`src/shared/cemwe_pkg.sv`:
```
`default_nettype none
// Shared constants for the card event mask and window enable block
package cemwe_pkg;

    // Register space geometry
    localparam int unsigned     CEMWE_ADDR_W       = 12;     // Byte offset within socket space
    localparam logic [11:0]     CEMWE_SOCKET_BASE  = 12'h800; // Legacy register group base
    localparam logic [11:0]     CEMWE_IDX_INT_CFG  = 12'h005; // Status-change config index
    localparam logic [11:0]     CEMWE_IDX_WIN_EN   = 12'h006; // Window enable index
    localparam logic [11:0]     CEMWE_ADDR_INT_CFG = CEMWE_SOCKET_BASE + CEMWE_IDX_INT_CFG;
    localparam logic [11:0]     CEMWE_ADDR_WIN_EN  = CEMWE_SOCKET_BASE + CEMWE_IDX_WIN_EN;

    // Reset values
    localparam logic [7:0]      CEMWE_INT_CFG_RST  = 8'h00;  // No routing, all masks off
    localparam logic [7:0]      CEMWE_WIN_EN_RST   = 8'h00;  // Every window disabled
    localparam logic [7:0]      CEMWE_UNMAPPED_RD  = 8'h00;  // Answer to unknown offsets
    localparam logic [3:0]      CEMWE_ROUTE_NONE   = 4'h0;   // No legacy routing

    // Field positions in the status-change config register
    localparam int unsigned     CEMWE_NUM_EVENTS   = 4;
    localparam int unsigned     CEMWE_BIT_CD       = 3;      // Card detect change
    localparam int unsigned     CEMWE_BIT_READY    = 2;      // Ready rising edge
    localparam int unsigned     CEMWE_BIT_BWARN    = 1;      // Battery warning
    localparam int unsigned     CEMWE_BIT_BDEAD    = 0;      // Battery dead or status change
    localparam int unsigned     CEMWE_ROUTE_LSB    = 4;      // Route select field, bits 7..4

    // Field positions in the window enable register
    localparam int unsigned     CEMWE_NUM_WINDOWS  = 7;      // Two I/O plus five memory
    localparam int unsigned     CEMWE_BIT_IO_WIN1  = 7;
    localparam int unsigned     CEMWE_BIT_IO_WIN0  = 6;
    localparam int unsigned     CEMWE_BIT_RSVD     = 5;      // Reads zero, write ignored
    localparam int unsigned     CEMWE_BIT_MEM_TOP  = 4;      // Memory windows 4..0
    localparam logic [7:0]      CEMWE_WIN_EN_WMASK = 8'hdf;  // Writable bits

endpackage
`default_nettype wire

```
`src/shared/cemwe_evt_if.sv`:
```
`timescale 1ns/1ps
`default_nettype none
// Masks, flags and interrupt between the register bank and the event unit
interface cemwe_evt_if;
    logic [3:0] mask;        // Event masks, bit order as in the config register
    logic [3:0] flag_clear;  // One-cycle clear pulses per flag
    logic [3:0] flag;        // Sticky event flags
    logic       irq;         // Status-change interrupt, registered

    // Register bank side
    modport ctrl (output mask, output flag_clear, input flag, input irq);
    // Event unit side
    modport evt (input mask, input flag_clear, output flag, output irq);
endinterface
`default_nettype wire

```
`src/core/cemwe_event_unit.sv`:
```
`timescale 1ns/1ps
`default_nettype none
// Card status-change event detection, sticky flags and masked interrupt
module cemwe_event_unit
    import cemwe_pkg::*;
(
    // Clock, reset, enable
    input  wire logic i_ref_clk,
    input  wire logic i_rst_b,
    input  wire logic i_ce,
    // Card side levels
    input  wire logic i_card_is_io,
    input  wire logic i_card_detect_line_a,
    input  wire logic i_card_detect_line_b,
    input  wire logic i_card_ready,
    input  wire logic i_battery_warning,
    input  wire logic i_battery_dead,
    input  wire logic i_card_status_change_signal,
    // Masks in, flags and interrupt out
    cemwe_evt_if.evt  evt
);

    // All state of the unit
    typedef struct packed {
        logic       primed;   // Previous levels are valid
        logic       cd_a;     // Last card detect levels
        logic       cd_b;
        logic       ready;
        logic       bwarn;
        logic       bdead;
        logic       sc_pin;
        logic [3:0] flag;     // Sticky flags
        logic       irq;      // Masked interrupt
    } cemwe_evt_state_t;

    cemwe_evt_state_t q;       // Registered state
    cemwe_evt_state_t next_q;  // Next state
    logic [3:0]       set;     // Events seen this cycle

    // Edge detection and flag update
    always_comb begin
        next_q = q;
        set    = 4'h0;
        // First cycle only captures levels, so a reset cannot fake a change
        if (q.primed) begin
            set[CEMWE_BIT_CD]    = (i_card_detect_line_a != q.cd_a) ||
                                   (i_card_detect_line_b != q.cd_b);
            set[CEMWE_BIT_READY] = !i_card_is_io && i_card_ready && !q.ready;
            set[CEMWE_BIT_BWARN] = !i_card_is_io && i_battery_warning && !q.bwarn;
            // I/O cards report through the status-change pin instead
            set[CEMWE_BIT_BDEAD] = i_card_is_io ? (i_card_status_change_signal && !q.sc_pin)
                                                : (i_battery_dead && !q.bdead);
        end
        next_q.primed = 1'b1;
        next_q.cd_a   = i_card_detect_line_a;
        next_q.cd_b   = i_card_detect_line_b;
        next_q.ready  = i_card_ready;
        next_q.bwarn  = i_battery_warning;
        next_q.bdead  = i_battery_dead;
        next_q.sc_pin = i_card_status_change_signal;
        // Set wins over a clear in the same cycle
        next_q.flag   = (q.flag & ~evt.flag_clear) | set;
        next_q.irq    = |(next_q.flag & evt.mask);
    end

    // State register, frozen while the clock enable is low
    always_ff @(posedge i_ref_clk or negedge i_rst_b) begin
        if (!i_rst_b) begin
            q <= '0;
        end else if (i_ce) begin
            q <= next_q;
        end
    end

    assign evt.flag = q.flag;
    assign evt.irq  = q.irq;

    // A change on card detect line A is latched into its flag
    property p_cd_flag;
        @(posedge i_ref_clk) disable iff (!i_rst_b)
        (i_ce && q.primed && (i_card_detect_line_a != q.cd_a)) |=> q.flag[CEMWE_BIT_CD];
    endproperty
    a_cd_flag: assert property (p_cd_flag) else $error("card detect change lost");

    // A memory card ready rise latches its flag
    property p_ready_flag;
        @(posedge i_ref_clk) disable iff (!i_rst_b)
        (i_ce && q.primed && !i_card_is_io && i_card_ready && !q.ready)
            |=> q.flag[CEMWE_BIT_READY];
    endproperty
    a_ready_flag: assert property (p_ready_flag) else $error("ready rise lost");

    // Battery warning on a memory card latches its flag
    property p_bwarn_flag;
        @(posedge i_ref_clk) disable iff (!i_rst_b)
        (i_ce && q.primed && !i_card_is_io && i_battery_warning && !q.bwarn)
            |=> q.flag[CEMWE_BIT_BWARN];
    endproperty
    a_bwarn_flag: assert property (p_bwarn_flag) else $error("battery warning lost");

    // Status-change pin of an I/O card latches the bit 0 flag
    property p_sc_pin_flag;
        @(posedge i_ref_clk) disable iff (!i_rst_b)
        (i_ce && q.primed && i_card_is_io && i_card_status_change_signal && !q.sc_pin)
            |=> q.flag[CEMWE_BIT_BDEAD];
    endproperty
    a_sc_pin_flag: assert property (p_sc_pin_flag) else $error("status change lost");

    // Interrupt follows flags gated by the masks seen one cycle earlier
    property p_irq_masked;
        @(posedge i_ref_clk) disable iff (!i_rst_b)
        $past(i_ce) |-> (q.irq == |(q.flag & $past(evt.mask)));
    endproperty
    a_irq_masked: assert property (p_irq_masked) else $error("interrupt mask mismatch");

endmodule
`default_nettype wire

```
`src/core/cemwe_top.sv`:
```
`timescale 1ns/1ps
`default_nettype none
// Notes on behaviour
// - Card detect mask enables card detect interrupts
// - Ready mask enables ready rising-edge interrupts
// - Battery warning mask enables warning interrupts
// - Battery dead mask covers dead or status-change
// - Disabled windows never claim host cycles
// - Window enable register resets to zero
// - Window enable register sits at 806h
// - Bit 7 enables I/O window 1
// - Bit 6 enables I/O window 0
// - Bit 5 reads zero, writes ignored
// - Bits 4..0 enable memory windows 4..0
// - Memory window 0 is bit 0, reset off
// - Upper config nibble selects interrupt routing
// - Card detect flag records either line change
module cemwe_top
    import cemwe_pkg::*;
#(
    parameter int unsigned ADDR_W = CEMWE_ADDR_W   // Register offset width
)(
    // Clock, reset, enable
    input  wire logic              i_ref_clk,
    input  wire logic              i_rst_b,
    input  wire logic              i_ce,
    // Register port
    input  wire logic [ADDR_W-1:0] i_reg_addr,
    input  wire logic              i_reg_wr,
    input  wire logic              i_reg_rd,
    input  wire logic [7:0]        i_reg_wdata,
    output logic      [7:0]        o_reg_rdata,
    // Flag clear from the status register logic
    input  wire logic [3:0]        i_flag_clear,
    // Card side levels
    input  wire logic              i_card_is_io,
    input  wire logic              i_card_detect_line_a,
    input  wire logic              i_card_detect_line_b,
    input  wire logic              i_card_ready,
    input  wire logic              i_battery_warning,
    input  wire logic              i_battery_dead,
    input  wire logic              i_card_status_change_signal,
    // Host cycle decode, one hit per window
    input  wire logic [6:0]        i_cycle_hit,
    output logic      [6:0]        o_cycle_claim,
    // Window enables and routing
    output logic      [1:0]        o_io_window_enable,
    output logic      [4:0]        o_mem_window_enable,
    output logic      [3:0]        o_status_change_route_select,
    // Events and interrupt
    output logic      [3:0]        o_event_flags,
    output logic                   o_status_change_irq
);

    // All state of the register bank
    typedef struct packed {
        logic [7:0] int_cfg;  // Route select and event masks
        logic [7:0] win_en;   // Window enables, bit 5 held at zero
        logic [7:0] rdata;    // Read data, updated on a read
        logic [6:0] claim;    // Per-window claim of the current host cycle
    } cemwe_top_state_t;

    // Reset image of the whole bank
    localparam cemwe_top_state_t RST_STATE = '{
        int_cfg: CEMWE_INT_CFG_RST,
        win_en:  CEMWE_WIN_EN_RST,
        rdata:   CEMWE_UNMAPPED_RD,
        claim:   7'h00
    };

    cemwe_top_state_t q;          // Registered state
    cemwe_top_state_t next_q;     // Next state
    logic             hit_cfg;    // Offset decodes to config register
    logic             hit_win;    // Offset decodes to window enable register
    logic [6:0]       win_vec;    // Enables in window-hit order

    // Event unit link
    cemwe_evt_if evt_link ();

    // Offset decode against the full socket address
    assign hit_cfg = (i_reg_addr == CEMWE_ADDR_INT_CFG[ADDR_W-1:0]);
    assign hit_win = (i_reg_addr == CEMWE_ADDR_WIN_EN[ADDR_W-1:0]);

    // Enables packed as {io1, io0, mem4..mem0}, reserved bit dropped
    assign win_vec = {q.win_en[CEMWE_BIT_IO_WIN1], q.win_en[CEMWE_BIT_IO_WIN0],
                      q.win_en[CEMWE_BIT_MEM_TOP:0]};

    // Register writes, reads and cycle claim
    always_comb begin
        next_q = q;
        // Software writes; a write and a read in one cycle both act
        if (i_reg_wr && hit_cfg) begin
            next_q.int_cfg = i_reg_wdata;
        end
        if (i_reg_wr && hit_win) begin
            // Reserved bit is masked so it can never be set
            next_q.win_en = i_reg_wdata & CEMWE_WIN_EN_WMASK;
        end
        // Reads return the current contents, unknown offsets read zero
        if (i_reg_rd) begin
            if (hit_cfg) begin
                next_q.rdata = q.int_cfg;
            end else if (hit_win) begin
                next_q.rdata = q.win_en & CEMWE_WIN_EN_WMASK;
            end else begin
                next_q.rdata = CEMWE_UNMAPPED_RD;
            end
        end
        // A window claims only when enabled, whatever its address setup
        next_q.claim = i_cycle_hit & win_vec;
    end

    // State register, async reset to the documented defaults
    always_ff @(posedge i_ref_clk or negedge i_rst_b) begin
        if (!i_rst_b) begin
            q <= RST_STATE;
        end else if (i_ce) begin
            q <= next_q;
        end
    end

    // Masks to the event unit; the route nibble is only exported
    assign evt_link.mask       = q.int_cfg[CEMWE_NUM_EVENTS-1:0];
    assign evt_link.flag_clear = i_ce ? i_flag_clear : 4'h0;

    // Event detection and interrupt
    cemwe_event_unit u_events (
        .i_ref_clk                   (i_ref_clk),
        .i_rst_b                     (i_rst_b),
        .i_ce                        (i_ce),
        .i_card_is_io                (i_card_is_io),
        .i_card_detect_line_a        (i_card_detect_line_a),
        .i_card_detect_line_b        (i_card_detect_line_b),
        .i_card_ready                (i_card_ready),
        .i_battery_warning           (i_battery_warning),
        .i_battery_dead              (i_battery_dead),
        .i_card_status_change_signal (i_card_status_change_signal),
        .evt                         (evt_link)
    );

    // Outputs, all straight from flip-flops
    assign o_reg_rdata                  = q.rdata;
    assign o_cycle_claim                = q.claim;
    assign o_io_window_enable           = {q.win_en[CEMWE_BIT_IO_WIN1],
                                           q.win_en[CEMWE_BIT_IO_WIN0]};
    assign o_mem_window_enable          = q.win_en[CEMWE_BIT_MEM_TOP:0];
    assign o_status_change_route_select = q.int_cfg[7:CEMWE_ROUTE_LSB];
    assign o_event_flags                = evt_link.flag;
    assign o_status_change_irq          = evt_link.irq;

    // A claim is never given through a window that was disabled
    property p_no_claim_disabled;
        @(posedge i_ref_clk) disable iff (!i_rst_b)
        $past(i_ce) |-> ((o_cycle_claim & ~$past(win_vec)) == 7'h00);
    endproperty
    a_no_claim_disabled: assert property (p_no_claim_disabled)
        else $error("claim through a disabled window");

    // Enabled memory window 0 with a hit does claim
    property p_claim_enabled;
        @(posedge i_ref_clk) disable iff (!i_rst_b)
        (i_ce && (i_cycle_hit[0] && win_vec[0])) |=> o_cycle_claim[0];
    endproperty
    a_claim_enabled: assert property (p_claim_enabled) else $error("enabled hit not claimed");

    // A window enable write with the reserved bit set never stores it
    property p_rsvd_zero;
        @(posedge i_ref_clk) disable iff (!i_rst_b)
        (i_ce && i_reg_wr && hit_win && i_reg_wdata[CEMWE_BIT_RSVD])
            |=> (q.win_en[CEMWE_BIT_RSVD] == 1'b0);
    endproperty
    a_rsvd_zero: assert property (p_rsvd_zero) else $error("reserved bit was stored");

    // A write to 806h lands on the matching outputs one cycle later
    property p_win_write;
        @(posedge i_ref_clk) disable iff (!i_rst_b)
        (i_ce && i_reg_wr && hit_win)
            |=> (o_io_window_enable == $past(i_reg_wdata[7:6])) &&
                (o_mem_window_enable == $past(i_reg_wdata[4:0]));
    endproperty
    a_win_write: assert property (p_win_write) else $error("window enable write mismatch");

    // Reading 806h returns stored enables with bit 5 clear
    property p_win_read;
        @(posedge i_ref_clk) disable iff (!i_rst_b)
        (i_ce && i_reg_rd && hit_win && !i_reg_wr)
            |=> (o_reg_rdata == ($past(q.win_en) & CEMWE_WIN_EN_WMASK));
    endproperty
    a_win_read: assert property (p_win_read) else $error("window enable read mismatch");

    // Route nibble follows a config write
    property p_route_write;
        @(posedge i_ref_clk) disable iff (!i_rst_b)
        (i_ce && i_reg_wr && hit_cfg)
            |=> (o_status_change_route_select == $past(i_reg_wdata[7:4]));
    endproperty
    a_route_write: assert property (p_route_write) else $error("route select mismatch");

    // With the card detect mask clear, its flag alone gives no interrupt
    property p_cd_masked;
        @(posedge i_ref_clk) disable iff (!i_rst_b)
        (i_ce && !q.int_cfg[CEMWE_BIT_CD] && (o_event_flags == 4'h8) && !i_reg_wr)
            ##1 (o_event_flags == 4'h8) |-> !o_status_change_irq;
    endproperty
    a_cd_masked: assert property (p_cd_masked) else $error("masked card detect raised irq");

    // Reset leaves every window closed and the config register clear
    property p_rst_closed;
        @(posedge i_ref_clk) disable iff (!i_rst_b)
        !$past(i_rst_b) |-> (q.win_en == CEMWE_WIN_EN_RST) &&
                            (q.int_cfg == CEMWE_INT_CFG_RST);
    endproperty
    a_rst_closed: assert property (p_rst_closed) else $error("reset left state");

    // Window enables change only through a taken write
    property p_win_hold;
        @(posedge i_ref_clk) disable iff (!i_rst_b)
        !(i_ce && i_reg_wr && hit_win) |=> $stable(q.win_en);
    endproperty
    a_win_hold: assert property (p_win_hold) else $error("window enables drifted");

    // Config register changes only through a taken write
    property p_cfg_hold;
        @(posedge i_ref_clk) disable iff (!i_rst_b)
        !(i_ce && i_reg_wr && hit_cfg) |=> $stable(q.int_cfg);
    endproperty
    a_cfg_hold: assert property (p_cfg_hold) else $error("config register drifted");

    // Read data stands until the next taken read
    property p_rd_hold;
        @(posedge i_ref_clk) disable iff (!i_rst_b)
        !(i_ce && i_reg_rd) |=> $stable(o_reg_rdata);
    endproperty
    a_rd_hold: assert property (p_rd_hold) else $error("read data moved");

    // Reading the config register returns its stored value
    property p_cfg_read;
        @(posedge i_ref_clk) disable iff (!i_rst_b)
        (i_ce && i_reg_rd && hit_cfg && !i_reg_wr) |=> (o_reg_rdata == $past(q.int_cfg));
    endproperty
    a_cfg_read: assert property (p_cfg_read) else $error("config read mismatch");

    // Offsets outside the two registers read as the fixed pattern
    property p_unmapped_read;
        @(posedge i_ref_clk) disable iff (!i_rst_b)
        (i_ce && i_reg_rd && !hit_cfg && !hit_win) |=> (o_reg_rdata == CEMWE_UNMAPPED_RD);
    endproperty
    a_unmapped_read: assert property (p_unmapped_read) else $error("unmapped read");

    // The low config nibble becomes the event masks
    property p_mask_write;
        @(posedge i_ref_clk) disable iff (!i_rst_b)
        (i_ce && i_reg_wr && hit_cfg) |=> (evt_link.mask == $past(i_reg_wdata[3:0]));
    endproperty
    a_mask_write: assert property (p_mask_write) else $error("mask write lost");

    // I/O window 1 claims its hit when enabled
    property p_claim_io1;
        @(posedge i_ref_clk) disable iff (!i_rst_b)
        (i_ce && i_cycle_hit[6] && o_io_window_enable[1]) |=> o_cycle_claim[6];
    endproperty
    a_claim_io1: assert property (p_claim_io1) else $error("io window 1 not claimed");

    // I/O window 0 claims its hit when enabled
    property p_claim_io0;
        @(posedge i_ref_clk) disable iff (!i_rst_b)
        (i_ce && i_cycle_hit[5] && o_io_window_enable[0]) |=> o_cycle_claim[5];
    endproperty
    a_claim_io0: assert property (p_claim_io0) else $error("io window 0 not claimed");

    // Memory claims are the hits gated by the memory enables
    property p_mem_claim;
        @(posedge i_ref_clk) disable iff (!i_rst_b)
        i_ce |=> (o_cycle_claim[4:0] ==
                  ($past(i_cycle_hit[4:0]) & $past(o_mem_window_enable)));
    endproperty
    a_mem_claim: assert property (p_mem_claim) else $error("memory claim mismatch");

    // Memory window 0 stays silent while its enable is clear
    property p_claim_w0_off;
        @(posedge i_ref_clk) disable iff (!i_rst_b)
        (i_ce && i_cycle_hit[0] && !o_mem_window_enable[0]) |=> !o_cycle_claim[0];
    endproperty
    a_claim_w0_off: assert property (p_claim_w0_off) else $error("window 0 claimed");

    // An I/O window 1 claim lasts one cycle per sampled hit, never longer
    property p_claim_once;
        @(posedge i_ref_clk) disable iff (!i_rst_b)
        (i_ce && !i_cycle_hit[6]) |=> !o_cycle_claim[6];
    endproperty
    a_claim_once: assert property (p_claim_once) else $error("claim without a hit");

    // The interrupt never stands without a flag behind it
    property p_irq_needs_flag;
        @(posedge i_ref_clk) disable iff (!i_rst_b)
        o_status_change_irq |-> (o_event_flags != 4'h0);
    endproperty
    a_irq_needs_flag: assert property (p_irq_needs_flag) else $error("irq with no flag");

endmodule
`default_nettype wire

```
`config.mk`:
```
export PLATFORM = sky130hd
export DESIGN_NAME = cemwe_top
export DESIGN_NICKNAME = d
export VERILOG_FILES = /design/src/shared/cemwe_pkg.sv /design/src/shared/cemwe_evt_if.sv /design/src/core/cemwe_event_unit.sv /design/src/core/cemwe_top.sv
export SDC_FILE = /design/constraint.sdc
export NUM_CORES = 1
export LEC_CHECK = 0
export BUFFER_PORTS_ARGS = -buffer_cell sky130_fd_sc_hd__buf_2
export CAP_MARGIN = 20
export CORE_MARGIN = 2
export CORE_UTILIZATION = 40
export DETAILED_ROUTE_END_ITERATION = 12
export PLACE_DENSITY = 0.75
export SLEW_MARGIN = 10
export SYNTH_ARGS = -nofsm -noshare
export SYNTH_HDL_FRONTEND = slang
export SYNTH_SLANG_ARGS = --single-unit
```
`constraint.sdc`:
```
create_clock -name i_ref_clk -period 1.44 [get_ports i_ref_clk]
set_clock_uncertainty 0.2 [all_clocks]
set_input_delay 0.144 -clock i_ref_clk [delete_from_list [all_inputs] [get_ports i_ref_clk]]
set_output_delay 0.144 -clock i_ref_clk [all_outputs]
set_load 0.02 [all_outputs]
```
# After elaboration in Yosys (flattened, before gate mapping)
# Cells that the tools add are included.
dict set report op_classes {
  n_eq_ne 4
  mux 5
  bitwise 5
  reduce_logical 18
}
# operator n
set op_table {}
lappend op_table {{$eq A12 B12 Y1 const B} 2}
lappend op_table {{$mux W8} 2}
lappend op_table {{$and A4 B4 Y4} 2}
lappend op_table {{$logic_and A1 B1 Y1} 8}
lappend op_table {{$mux W4} 2}
lappend op_table {{$and A7 B7 Y7} 1}
lappend op_table {{$reduce_and A2 Y1} 3}
lappend op_table {{$logic_not A1 Y1} 5}
lappend op_table {{$not A4 Y4} 1}
lappend op_table {{$or A4 B4 Y4} 1}
lappend op_table {{$reduce_or A4 Y1} 1}
lappend op_table {{$ne A1 B1 Y1} 2}
lappend op_table {{$logic_or A1 B1 Y1} 1}
lappend op_table {{$mux W1} 1}
dict set report word_totals {
  reg_bits 42
  input_bits 43
  output_inout_bits 31
  word_cells 45
}

# Depth between registers and ports, before layout
dict set report logic_depth {
  word_depth 7
  depth_mapped 4
  ltp_nobuf 4
}

# Hierarchy
# A second synthesis with hierarchy kept.
dict set report hier_totals {
  hier_cells 177
  area_unflattened_um2 2103.3
}
# mod instances cells_each area_per_inst_um2 seq_area_each_um2
set modules_own_cells {}
lappend modules_own_cells {cemwe_top 1 124 1473.9 750.7}
lappend modules_own_cells {cemwe_event_unit 1 53 629.4 300.3}

# Worst setup path before layout
# OpenSTA, ideal clock, no wires.
dict set report synth_path {
  kind {input -> register}
  from {input i_reg_addr[5]}
  to {register q (netlist bit o_io_window_enable[0])}
  setup_time_ns 0.125
  arrival_time_ns 1.653
  path_slack_ns -0.538
  path_stages 4
  n_path_buf 1
  path_cell_list {or4_4 -> or4_4 -> buf_6 -> mux2_4}
}
dict set report synth_between {
  elab_chain_len 3
}
# element line_no
set synth_lines {}
lappend synth_lines {{start: declaration} cemwe_top.sv:28} ;# input wire logic [ADDR_W-1:0] i_reg_addr,
lappend synth_lines {{$eq A12 B12 Y1} cemwe_top.sv:82} ;# assign hit_win = (i_reg_addr == CEMWE_ADDR_WIN_EN[ADDR_W-1:0]);
lappend synth_lines {{$logic_and A1 B1 Y1} cemwe_top.sv:95} ;# if (i_reg_wr && hit_win) begin
lappend synth_lines {{$reduce_and A2 Y1 (no source line)} n/a}
lappend synth_lines {{end signal: assignment} cemwe_top.sv:118} ;# q <= next_q;
lappend synth_lines {{end: declaration} cemwe_top.sv:71} ;# cemwe_top_state_t q;
# No other way between the ends.
# A chain may end at the register's enable or synchronous reset.

# Worst setup path in the final report
dict set report layout_path {
  from {input i_reg_addr[5]}
  to {register q (netlist bit o_mem_window_enable[0])}
}
# Same word-level chain as after synthesis.

==> summary.md <==
| Metric | Value |
|---|---|
| Vias in the first global route | 1589 |
| Highest metal layer with signal wires | met4 |
| Most common cell after layout, fill and taps aside | buf_2 |
| M1 wire length | a little over 2 mm |
| Yosys Warn Count | 0 |
| Power Total | 2470 uW |
| Met3 WL | around 170 um |
| IO Port Bufs | 73 |
| Ys async rst share | 100% |
| Clock Sink Count | 42 |
| Min Tclk post-route | 1770 ps |
| Post-synthesis sequential area ratio | a little under three fifths |
| Clock Latency Late Sink | approximately 300 ps |
| Max Slew Vio Count | 0 |
| Avg WL per Cell | around 15 um |
| Unique masters post-synth | 29 |
| Total track usage | 18.4% |
| Antenna-violating nets left | 0 |
| Syn nets | about 200 |
| Detailed Route WL | between 4 and 5 mm |
| Most frequent cells in the layout | 70 x buf_2, 42 x dfrtp_1, 24 x dlygate4sd3_1 |
| Synth top area share | 55.4% |
| CP Max Fanout | 7 |
| Arrival @ worst endpoint | around 1800 ps |
| Failing checks | negative setup slack |
| Overflow after GRT | 0 |
| Post-DP HPWL | ~3.1 mm |
| Dominant cells by area after synthesis | dfrtp_1 55%, mux2_4 12%, o21ai_0 4.7% |
| Multi-input logic area | just over 800 sq um |
| Via density | between 5 and 6 |
| Ant diodes | 0 |
| Die span in x | about 73 um |
| Die area | about 5300 sq um |
| Fill cells | between 400 and 500 |
| Root Buffer | clkbuf_8 |
| Hold Vio Cnt, Final | 0 |
| First-pass GRT wire length | roughly 7.3 mm |
| Tcrit/Tclk final | 123% |
| FMAX | 0.565 GHz |
| Leading area contributor after synthesis | dfrtp_1 |
| Initial antenna violation count | 0 |
| EDFF count, synth | 0 |
| Synthesized instance count | roughly 150 |
| Max VDD drop | 479 uV |
| PwrDens | 879 nW/um^2 |
| DRC viols | 0 |
| Initial Utilization | a little over 40% |
| Max H-tree Level | 2 |
| Final worst slack | -330 ps |
| Synth Register Bits | 42 |
| Fin nets | approximately 300 |
| Relative slew margins | 82.9% |
| Via count | around 1600 |
| Max_cap viols | 0 |
| CTS buffer count | 5 |
| Core region area | between 4000 and 5000 sq um |
| IO Pins | 74 |
| Unrepaired setup endpoints after global routing | true |
| Row cnt | 25 |
| Largest net degree at the start of global routing | 43 |
| Layout cell share with drive strength beyond 1 | 48.5% |
| Status | complete, but fails checks |
| Min-Delay Path Class | in2reg |
| Global placer's final weighted congestion | just under 0.8 |
| Most common flop cell mapped by yosys | dfrtp_1 |
| Reg clk slew, reported paths | 80 ps |
| Post-Place Cells | 280 |
| Met2 wire len | between 2 and 2.5 mm |
| Post-route insts no fill | roughly 310 |
| Drt first pass iters | 4 |
| Setup-failing EPs final | 23 |
| Worst EP required | ~1400 ps |
| Area growth from synthesis to layout | 47.9% |
| Leak | between 0.001 and 0.0015 uW |
| Post-synthesis cell area | 1900 sq um |
| CTS tree | done |
| Worst Setup Start Kind | input port |
| Slew @ Worst Pin | 255 ps |
| CP Capture Type | register |
| Post-route cell area | 2810 sq um |
| CTS max path bufs | 2 |
| Die Y | ~73 um |
| TNS Setup | -5460 ps |
| DRT iter0 DRCs | 72 |
| Post-DP Area | around 2300 sq um |
| Register area | 1050 sq um |
| Synthesized area per cell | ~12 sq um |
| WS Path Type | in2reg |
## registers in the layout, summed over array words and instances, names as in the netlist, 2 cells and up
signal	flops
u_events.q	7
o_cycle_claim	7
o_reg_rdata	8
o_io_window_enable	2
u_events.evt.flag	4
evt_link.mask	4
o_status_change_route_select	4
o_mem_window_enable	5
## what timing repair did
item | 4_1_cts | 5_1_grt
pin swaps | 5 | 12
endpoints found under the hold margin | 72 | 0
hold buffers | 24 | 0
buffers inserted | 0 | 2
gates resized for setup | 11 | 20
setup endpoints to repair | 23 | 24
## logic make-up (layout without fill, tap and decap cells)
kind of cell	after synthesis	after routing	synth area share [%]
buf+inv	17	123	4.95
simple gates	37	37	11.7
flops	42	42	55.4
compound gates	35	35	11.6
xor+xnor	2	2	0.924
mux	21	21	15.4
## layout make-up
type / count / share of cell area, %
Sequential cell: 42 / 37.5
Multi-Input combinational cell: 95 / 29.2
Timing Repair Buffer: 108 / 26.2
Clock buffer: 7 / 2.72
Tap cell: 54 / 2.41
Clock inverter: 1 / 1.07
Inverter: 7 / 0.937
## per-layer routing
metal / track usage (%) / vias to the layer above
li1: - / 755
met1: 23.5 / 767
met2: 30.1 / 42
met3: 4.42 / 10
met4: 7.61 / 0
met5: 0 / -
## synthesized netlist by cell type (2+ instances only)
library cell	number
a21boi_0	3
a21o_1	2
a22oi_1	7
and3b_1	2
buf_4	4
buf_6	2
clkbuf_1	4
dfrtp_1	42
inv_1	7
mux2_2	6
mux2_4	15
nand2_1	15
nand3_1	7
nor2b_1	2
nor3_1	2
o21ai_0	18
or4_4	3
xnor2_1	2
## metrics by stage
stage	hold slack [ps]	util (%)	worst slack (ps)
final	90.7	60.2	-330
after global routing	125	60.2	-340
after CTS	94.0	58.3	-328
after detailed placement	-63.0	50.3	-666
after global placement	-68.5	50.3	-633
after floorplan	-352	-	-522
## final timing paths
path                                      from                     end  slack [ps]  cells past startpoint
worst min-delay path                  i_reg_rd          o_reg_rdata[6]          90                      4
max in group asynchronous              i_rst_b          o_reg_rdata[1]         680                      3
worst max-delay path             i_reg_addr[5]  o_mem_window_enable[0]        -330                      4
worst min register to register  o_reg_rdata[5]          o_reg_rdata[5]         280                      2
min in group asynchronous              i_rst_b    u_events.evt.flag[1]         140                      3
worst max register to register  u_events.q[11]        u_events.evt.irq          20                      4
## critical path, stage by stage
cell and delay, ps:
buf_6 90, or4_4 540, or4_4 650, mux2_4 330
## power by group
group	switching, uW	total (uW)	internal [uW]
clock network	400	919	519
logic	138	311	173
registers	22.1	1240	1210
(Power assumes the default switching activity.)
